File: config.mk
export PLATFORM = sky130hd
export DESIGN_NAME = pmac_top
export DESIGN_NICKNAME = d
export VERILOG_FILES = /design/src/rtl/pmac_pkg.sv /design/src/rtl/pmac_avg.sv /design/src/rtl/pmac_top.sv
export SDC_FILE = /design/constraint.sdc
export NUM_CORES = 2
export LEC_CHECK = 0
export ABC_AREA = 1
export BUFFER_PORTS_ARGS = -buffer_cell sky130_fd_sc_hd__buf_2
export CORE_UTILIZATION = 40
export CTS_CLUSTER_DIAMETER = 40
export DETAILED_ROUTE_END_ITERATION = 8
export PLACE_DENSITY = 0.55
export SYNTH_ARGS = -nofsm -noshare
export SYNTH_HDL_FRONTEND = slang
export SYNTH_HIERARCHICAL = 1
export SYNTH_SLANG_ARGS = --single-unit
File: constraint.sdc
create_clock -name clk_i -period 15.4 [get_ports clk_i]
set_input_delay 1.54 -clock clk_i [delete_from_list [all_inputs] [get_ports clk_i]]
set_output_delay 1.54 -clock clk_i [all_outputs]
set_load 0.02 [all_outputs]
File: src/rtl/pmac_pkg.sv
/*
  constants, field layout and state type for the power monitor alert
  and configuration block.
  assumes a 10 MHz system clock and a decoded register access port.
*/
package pmac_pkg;

  // register addresses on the decoded serial access port
  localparam logic [7:0] ADDR_CFG = 8'h00;
  localparam logic [7:0] ADDR_CUR = 8'h01;
  localparam logic [7:0] ADDR_BUS = 8'h02;
  localparam logic [7:0] ADDR_PWR = 8'h03;
  localparam logic [7:0] ADDR_MASK = 8'h06;
  localparam logic [7:0] ADDR_LIM = 8'h07;
  localparam logic [7:0] ADDR_ID = 8'hff;

  // configuration register fields
  localparam int CFG_RST_BIT = 15;
  localparam int CFG_AVG_LSB = 9;
  localparam int CFG_VCT_LSB = 6;
  localparam int CFG_SCT_LSB = 3;
  localparam int CFG_MODE_LSB = 0;
  localparam int MODE_CONT_BIT = 2;
  localparam logic [15:0] CFG_RESET = 16'h6007;

  // mask/enable register fields
  localparam int MASK_EN_LSB = 10;
  localparam int MASK_AFF_BIT = 4;
  localparam int MASK_CONVERSION_READY_FLAG_BIT = 3;
  localparam int MASK_OVF_BIT = 2;
  localparam int MASK_ALERT_POLARITY_BIT = 1;
  localparam int MASK_LEN_BIT = 0;
  // index into the six enables: over-current down to conversion ready
  localparam int EN_OCL = 5;
  localparam int EN_UCL = 4;
  localparam int EN_BOL = 3;
  localparam int EN_BUL = 2;
  localparam int EN_POL = 1;
  localparam int EN_CONV_READY_ALERT_ENABLE = 0;

  // identification: values are arbitrary
  localparam logic [11:0] DEVICE_CODE = 12'h5a5;
  localparam logic [3:0] DIE_REVISION = 4'h3;

  // conversion timing: the time unit doubles with each step of the conversion time code
  localparam int CLK_MHZ = 10;
  localparam int CT_UNIT_US = 140;
  localparam int CT_UNIT_CYCLES = CT_UNIT_US * CLK_MHZ;

  // power scaling: product bits dropped to land in watts format
  localparam int PWR_SHIFT = 8;

  // whole state of the main module
  typedef struct packed {
    logic [15:0] cfg;        // configuration register
    logic [5:0] alert_en;    // alert function enables
    logic aff;               // alert source flag
    logic conversion_ready_flag;              // conversion ready flag
    logic ovf;               // math overflow flag
    logic alert_polarity;              // alert polarity
    logic len;               // latch enable
    logic [15:0] limit;      // alert threshold
    logic [15:0] cur;        // current result
    logic [15:0] bus;        // bus voltage result
    logic [15:0] pwr;        // power result
    logic [15:0] rdata;      // read data
    logic [23:0] tmr;        // conversion timer
    logic armed;             // one-shot pending
    logic alert_oe;          // alert pin pulled low
    logic alert_lvl;         // level driven on the alert pin
  } pmac_state_t;

endpackage

File: src/rtl/pmac_avg.sv
/*
  sample averager: sums a power-of-two number of samples and delivers
  the mean with a one-cycle done pulse.
  assumes sample_en_i pulses once per conversion and shift_i <= 10.
*/
`timescale 1ns/100ps
module pmac_avg (
  input wire logic clk_i,
  input wire logic rst_n_i,
  input wire logic clear_i,
  input wire logic sample_en_i,
  input wire logic signed [16:0] sample_i,
  input wire logic [3:0] shift_i,
  output logic signed [31:0] sum_o,
  output logic [15:0] avg_o,
  output logic done_o
);

  // averager state
  typedef struct packed {
    logic signed [31:0] sum;  // running sum of this block
    logic [10:0] cnt;         // samples taken so far
    logic [15:0] avg;         // last mean
    logic done;               // mean just updated
  } pmac_avg_state_t;

  pmac_avg_state_t s;
  pmac_avg_state_t next_s;
  logic signed [31:0] nsum;
  logic signed [31:0] mean;

  // next-state: add the sample and close the block after 2^shift samples
  always_comb
  begin
    next_s = s;
    next_s.done = 1'b0;
    nsum = s.sum + 32'(sample_i);
    mean = nsum >>> shift_i;
    if (clear_i)
    begin
      next_s.sum = '0;
      next_s.cnt = '0;
    end
    else if (sample_en_i)
    begin
      if ((s.cnt + 11'h1) == (11'h1 << shift_i))
      begin
        next_s.avg = mean[15:0];
        next_s.done = 1'b1;
        next_s.sum = '0;
        next_s.cnt = '0;
      end
      else
      begin
        next_s.sum = nsum;
        next_s.cnt = s.cnt + 11'h1;
      end
    end
  end

  // state register
  always_ff @(posedge clk_i or negedge rst_n_i)
  begin
    if (!rst_n_i)
      s <= '0;
    else
      s <= next_s;
  end

  assign sum_o = s.sum;
  assign avg_o = s.avg;
  assign done_o = s.done;

endmodule

File: src/rtl/pmac_top.sv
/*
  power monitor configuration, alert and identification logic: register
  file, conversion timer, averaging, power product and alert pin.
  assumes the serial protocol engine outside decodes each access into one
  read or write strobe with address and data, synchronous to clk_i.
*/
// Behaviour
// RQ1 - read-only id: device code and revision
// RQ2 - alert follows one function or ready
// RQ3 - marginal fault alerts within one-two conversions
// RQ4 - large fault alerts early from partial average; code does it only for bus over-limit with the bus channel on
// RQ5 - configuration register: reset, averaging, times, mode
// RQ6 - mask register: enables, flags, polarity, latch
// RQ7 - sixteen-bit threshold compared to selected measurement
// RQ8 - host sets config, alert function, threshold
// RQ9 - current, voltage, power results directly scaled
// RQ10 - latch clears flag on read; transparent otherwise
// RQ11 - polarity bit: one active-high, zero active-low
`timescale 1ns/100ps
module pmac_top #(
  parameter int CONV_UNIT_CYCLES = pmac_pkg::CT_UNIT_CYCLES
) (
  input wire logic clk_i,
  input wire logic rst_n_i,
  input wire logic [7:0] reg_addr_i,
  input wire logic reg_wr_i,
  input wire logic reg_rd_i,
  input wire logic [15:0] reg_wdata_i,
  output logic [15:0] reg_rdata_o,
  input wire logic [15:0] current_i,
  input wire logic [15:0] bus_i,
  output logic alert_o,
  output logic alert_oe_o
);

  // reset image of the whole state
  localparam pmac_pkg::pmac_state_t ST_RESET = '{cfg: pmac_pkg::CFG_RESET, default: '0};

  pmac_pkg::pmac_state_t s;
  pmac_pkg::pmac_state_t next_s;

  // conversion time in cycles for one time code
  function automatic logic [23:0] ct_cycles(input logic [2:0] code);
    ct_cycles = 24'(CONV_UNIT_CYCLES) << code;
  endfunction

  // averaging code to log2 of the sample count
  function automatic logic [3:0] avg_shift(input logic [2:0] code);
    logic [3:0] r;
    unique case (code)
      3'h0: r = 4'h0;
      3'h1: r = 4'h2;
      3'h2: r = 4'h4;
      3'h3: r = 4'h6;
      3'h4: r = 4'h7;
      3'h5: r = 4'h8;
      3'h6: r = 4'h9;
      3'h7: r = 4'ha;
    endcase
    avg_shift = r;
  endfunction

  // selected threshold function against a result set; highest enable wins
  function automatic logic alert_hit(input logic [5:0] en, input logic [15:0] cur,
                                     input logic [15:0] bus, input logic [15:0] pwr,
                                     input logic [15:0] lim);
    logic r;
    r = 1'b0;
    if (en[pmac_pkg::EN_OCL])
      r = $signed(cur) > $signed(lim);
    else if (en[pmac_pkg::EN_UCL])
      r = $signed(cur) < $signed(lim);
    else if (en[pmac_pkg::EN_BOL])
      r = bus > lim;
    else if (en[pmac_pkg::EN_BUL])
      r = bus < lim;
    else if (en[pmac_pkg::EN_POL])
      r = pwr > lim;
    alert_hit = r;
  endfunction

  logic [2:0] mode;          // operating mode field
  logic [3:0] shift;         // log2 of samples per average
  logic [23:0] period;       // cycles per conversion
  logic running;             // converter active
  logic tick;                // one conversion completes
  logic cfg_wr;              // write to configuration register
  logic mask_rd;             // read of mask/enable register
  logic avg_clear;           // restart averaging
  logic signed [31:0] cur_sum;
  logic signed [31:0] bus_sum;
  logic [15:0] cur_avg;
  logic [15:0] bus_avg;
  logic cur_done;
  logic bus_done;
  logic [15:0] new_cur;
  logic [15:0] new_bus;
  logic [15:0] cur_mag;
  logic [31:0] prod;
  logic [31:0] early_thr;
  logic early_hit;
  logic final_hit;
  logic active;

  // operating fields and conversion pacing
  always_comb
  begin
    mode = s.cfg[pmac_pkg::CFG_MODE_LSB +: 3];
    shift = avg_shift(s.cfg[pmac_pkg::CFG_AVG_LSB +: 3]);
    period = ct_cycles(s.cfg[pmac_pkg::CFG_VCT_LSB +: 3])
           + ct_cycles(s.cfg[pmac_pkg::CFG_SCT_LSB +: 3]);
    running = (mode[1:0] != 2'h0) && (mode[pmac_pkg::MODE_CONT_BIT] || s.armed);
    cfg_wr = reg_wr_i && (reg_addr_i == pmac_pkg::ADDR_CFG);
    mask_rd = reg_rd_i && (reg_addr_i == pmac_pkg::ADDR_MASK);
    avg_clear = cfg_wr || !running;
    tick = running && !cfg_wr && (s.tmr >= period - 24'h1);
  end

  // current channel averager
  pmac_avg u_cur_avg (
    .clk_i(clk_i),
    .rst_n_i(rst_n_i),
    .clear_i(avg_clear),
    .sample_en_i(tick),
    .sample_i({current_i[15], current_i}),
    .shift_i(shift),
    .sum_o(cur_sum),
    .avg_o(cur_avg),
    .done_o(cur_done)
  );

  // bus voltage channel averager, unsigned samples
  pmac_avg u_bus_avg (
    .clk_i(clk_i),
    .rst_n_i(rst_n_i),
    .clear_i(avg_clear),
    .sample_en_i(tick),
    .sample_i({1'b0, bus_i}),
    .shift_i(shift),
    .sum_o(bus_sum),
    .avg_o(bus_avg),
    .done_o(bus_done)
  );

  // new results, power product and threshold checks
  always_comb
  begin
    new_cur = mode[0] ? cur_avg : s.cur; // RQ9
    new_bus = mode[1] ? bus_avg : s.bus; // RQ9
    cur_mag = new_cur[15] ? 16'(-new_cur) : new_cur;
    prod = cur_mag * new_bus; // RQ9
    final_hit = alert_hit(s.alert_en, new_cur, new_bus,
                          prod[pmac_pkg::PWR_SHIFT +: 16], s.limit); // RQ7 RQ3
    // bus sum only grows, so reaching (limit+1)*count early fixes the mean
    early_thr = (32'(s.limit) + 32'h1) << shift;
    early_hit = running && (s.alert_en[pmac_pkg::EN_OCL -: 3] == 3'h1) && mode[1]
              && ($unsigned(bus_sum) >= early_thr); // RQ4
  end

  // register file, flags and alert pin
  always_comb
  begin
    next_s = s;
    // conversion timer
    if (cfg_wr || !running)
      next_s.tmr = '0;
    else if (tick)
      next_s.tmr = '0;
    else
      next_s.tmr = s.tmr + 24'h1;
    // read data and read side effects
    if (reg_rd_i)
    begin
      unique case (reg_addr_i)
        pmac_pkg::ADDR_CFG: next_s.rdata = s.cfg;
        pmac_pkg::ADDR_CUR: next_s.rdata = s.cur;
        pmac_pkg::ADDR_BUS: next_s.rdata = s.bus;
        pmac_pkg::ADDR_PWR: next_s.rdata = s.pwr;
        pmac_pkg::ADDR_MASK: next_s.rdata = {s.alert_en, 5'h00, s.aff, s.conversion_ready_flag,
                                             s.ovf, s.alert_polarity, s.len}; // RQ6
        pmac_pkg::ADDR_LIM: next_s.rdata = s.limit;
        pmac_pkg::ADDR_ID: next_s.rdata = {pmac_pkg::DEVICE_CODE,
                                           pmac_pkg::DIE_REVISION}; // RQ1
        default: next_s.rdata = 16'h0000;
      endcase
    end
    if (mask_rd)
    begin
      next_s.conversion_ready_flag = 1'b0;
      if (s.len)
        next_s.aff = 1'b0; // RQ10
    end
    // host writes
    if (reg_wr_i)
    begin
      unique case (reg_addr_i)
        pmac_pkg::ADDR_CFG:
        begin
          next_s.cfg = {1'b0, reg_wdata_i[14:0]}; // RQ5
          next_s.armed = 1'b1;
          // power-down codes have both channel bits clear and keep the flag
          if (reg_wdata_i[pmac_pkg::CFG_MODE_LSB +: 2] != 2'h0)
            next_s.conversion_ready_flag = 1'b0;
        end
        pmac_pkg::ADDR_MASK:
        begin
          next_s.alert_en = reg_wdata_i[pmac_pkg::MASK_EN_LSB +: 6]; // RQ6 RQ2
          next_s.alert_polarity = reg_wdata_i[pmac_pkg::MASK_ALERT_POLARITY_BIT];
          next_s.len = reg_wdata_i[pmac_pkg::MASK_LEN_BIT];
        end
        pmac_pkg::ADDR_LIM: next_s.limit = reg_wdata_i; // RQ7
        default:
        begin
          next_s.limit = next_s.limit;
        end
      endcase
    end
    // end of an averaged conversion; set wins over any clear above
    if (cur_done && bus_done)
    begin
      next_s.cur = new_cur;
      next_s.bus = new_bus;
      next_s.pwr = prod[pmac_pkg::PWR_SHIFT +: 16];
      next_s.ovf = |prod[31:pmac_pkg::PWR_SHIFT + 16];
      next_s.conversion_ready_flag = 1'b1;
      if (!mode[pmac_pkg::MODE_CONT_BIT] && !cfg_wr)
        next_s.armed = 1'b0;
      if (final_hit)
        next_s.aff = 1'b1; // RQ3
      else if (!s.len && !early_hit)
        next_s.aff = 1'b0; // RQ10
    end
    if (early_hit)
      next_s.aff = 1'b1; // RQ4
    // self-clearing reset bit restores every register
    if (cfg_wr && reg_wdata_i[pmac_pkg::CFG_RST_BIT])
      next_s = ST_RESET; // RQ5
    // alert: selected function flag or conversion ready
    active = (next_s.aff && (|next_s.alert_en[5:1]))
           || (next_s.alert_en[pmac_pkg::EN_CONV_READY_ALERT_ENABLE] && next_s.conversion_ready_flag); // RQ2
    next_s.alert_oe = next_s.alert_polarity ? !active : active; // RQ11
    next_s.alert_lvl = 1'b0;
  end

  // state register
  always_ff @(posedge clk_i or negedge rst_n_i)
  begin
    if (!rst_n_i)
      s <= ST_RESET;
    else
      s <= next_s;
  end

  assign reg_rdata_o = s.rdata;
  assign alert_o = s.alert_lvl;
  assign alert_oe_o = s.alert_oe;

endmodule

==> run_results.csv <==
group,metric,value,unit
outcome,status,"finished, violations left",
floorplan,start_util,40.67,%
clock_tree,clk_pin_slew,0.06,ns
worst_setup_path,critPathKind,"register to register",
synth,yosysWarnings,6,
worst_setup_path,startpoint,"mode[0]$_DFFE_PN1P_",
worst_setup_path,cp-end-kind,"register",
grt,grt_pass1_vias,30136,
worst_hold_path,min_path_type,"register to register",
worst_setup_path,cp_slowest_cell,"dfstp_2",
route,wire_per_inst,18.38,um
power,power,3.974,mW
floorplan,coreArea,0.08107,mm2
route,via_count,31444,
worst_setup_path,path_max_fanout,23,
placed_design,portBuffers,76,
floorplan,die_y,289.1,um
floorplan,rows,104,
timing,period_share,62.79,%
timing,setup_tns,0,ns
synth,synth_area,0.03297,mm2
clock_tree,cts_tree,"yes",
timing,drv_slew,1,
job,max_cap_viol_count,1,
timing,fmax,0.1034,GHz
route,dr.pass1.iters,8,
floorplan,die_x,289.1,um
finish,n_fill_cell,8600,
placed_design,dp_hpwl,89490,um
worst_setup_path,crit_path_start_kind,"register",
timing,rsz0062_at_grt,"false",
clock_tree,htreeDepth,2,
timing,setup_ws,5.731,ns
timing,final-hold-violation-count,0,
grt,grt_pass1_wl,174100,um
finish,multiInputGateArea,0.02235,mm2
timing,slew_headroom,-0.8792,%
clock_tree,cts_setup_buffers,0,
route,routed_wl,111000,um
clock_tree,cts_buffers,56,
route,ant_nets,0,
clock_tree,ctsResizeCount,0,
power,p_leak,19.66,nW
clock_tree,clk_path_buf_depth,3,
clock_tree,root_buffer,"clkbuf_16",
clock_tree,clock-sinks,251,
worst_setup_path,path_common_cell,"nand2_1",
grt,grt_use_total,26.80,%
worst_hold_path,worst_hold_startpoint,"s[3]$_DFF_PN0_",
worst_setup_path,arrival,10.18,ns
worst_setup_path,reg2reg_from,"mode[0]$_DFFE_PN1P_",
placed_design,dp_slack,5.810,ns
grt,antenna_found_initial,3,
power,power_density,111.0,mW/mm2
finish,syn_to_final_growth,8.646,%
floorplan,io_pins,78,
clock_tree,clk_latency,0.63,ns
outcome,violations,"max-capacitance violations, max-slew violations",
finish,final_util,44.18,%
finish,regArea,0.006287,mm2
worst_setup_path,max_stage_delay,0.84,ns
route,viasPerCell,5.209,
timing,skew,0.04911,ns
floorplan,fp.dieArea,0.08357,mm2
route,drc,0,
timing,period_minus_slack,9.669,ns
finish,layout-drive-gt1-share,6.874,%
placed_design,place_congestion,0.9954,
finish,final_nets,5487,
clock_tree,cts_hold_buffers,0,
timing,tightest_slew,1.475,ns
grt,gr-total-overflow,0,
worst_setup_path,cp.required,15.91,ns
route,drt_iter0_markers,2424,
synth,syn_avg_cell_area,6.665,um2
synth,syn_inst,4946,
grt,grt_max_degree,126,
power,ir_drop,0.00009468,V
timing,setup_viol,0,
==> worst max-delay path: cells and delay by family (launching register included) <==
kind            cells  cell delay, ns
fa+ha+maj           8            3.65
simple gates       22            2.43
compound gates      8            1.30
buf+inv             8            1.07
flops               1            0.84
xor+xnor            1            0.24
==> power breakdown <==
| group | switching, mW | internal [mW] |
|---|---|---|
| combinational | 1.27 | 0.634 |
| sequential | 0.102 | 0.756 |
| clock | 0.445 | 0.767 |
==> layout make-up <==
cell class              instances  area share (%)
repair buffers                106           1.719
well taps                    1060           3.703
clock inverters                38           1.188
flip-flops and latches        251           17.55
clock buffers                  63           4.126
diodes                          1        0.006987
multi-input cells            3629           62.39
inverters                     888           9.313
==> worst paths after layout <==
path	to	slack (ns)	cells after the start
worst min register to register	s[3]$_DFF_PN0_	0.47	1
worst min-delay path	s[3]$_DFF_PN0_	0.47	1
max in group asynchronous	u_cur_avg/sum_o[24]$_DFFE_PN0P_	12.74	2
worst max register to register	alert_oe_o$_DFF_PN0_	5.73	47
min in group asynchronous	u_bus_avg/sum_o[31]$_DFFE_PN0P_	0.97	1
worst max-delay path	alert_oe_o$_DFF_PN0_	5.73	47
==> layout by cell type (no fill, tap or decap), types with 9 or more instances in the layout <==
| cell type | n |
|---|---|
| o21ai_0 | 220 |
| clkinvlp_4 | 9 |
| dfrtp_1 | 246 |
| nor2_4 | 10 |
| nand3b_1 | 10 |
| buf_2 | 75 |
| nor2_2 | 10 |
| a21o_1 | 19 |
| inv_2 | 24 |
| or2_2 | 32 |
| clkbuf_16 | 56 |
| nand4_1 | 38 |
| a2111oi_0 | 10 |
| o211ai_1 | 11 |
| nand2_1 | 1337 |
| nor4_1 | 9 |
| o21ai_1 | 43 |
| xnor2_1 | 39 |
| buf_4 | 30 |
| nor3_1 | 48 |
| or2_1 | 15 |
| ha_1 | 299 |
| inv_1 | 856 |
| nand3_1 | 442 |
| a31oi_1 | 18 |
| xor2_1 | 47 |
| nand2_2 | 17 |
| o22ai_1 | 74 |
| nor2_1 | 412 |
| a21oi_1 | 143 |
| conb_1 | 21 |
| o21ai_2 | 9 |
| fa_1 | 196 |
==> sequential cells by signal, summed over array words and instances (netlist names) <==
signal,cells
u_cur_avg/done_o,1
reg_rdata_o,16
mode,3
u_cur_avg/avg_o,16
alert_oe_o,1
u_cur_avg/s,11
u_bus_avg/s,11
u_bus_avg/sum_o,32
u_cur_avg/sum_o,31
u_bus_avg/done_o,1
s,112
u_bus_avg/avg_o,16
==> layer usage <==
layer  up-vias  wire (um)  track usage, %  part of all wire [%]
met4         4       2024           5.513                   1.8
met2      1004      48670           42.26                    44
li1      15583          -               -                     -
met5         -         31               0                 0.028
met3       135       8152           4.457                   7.3
met1     14718      52090           38.41                    47
==> stage by stage <==
stage / instance area [um2] / hold WS, ns / cells
global placement: 33910 / 0.4445 / 5934
finish: 35820 / 0.4667 / 6036
CTS: 35810 / 0.4711 / 6035
global route: 35820 / 0.4951 / 6036
detailed placement: 33910 / 0.4642 / 5934
floorplan: 33040 / 0.4329 / 4965
No activity file was read; power rests on OpenSTA's default activity.
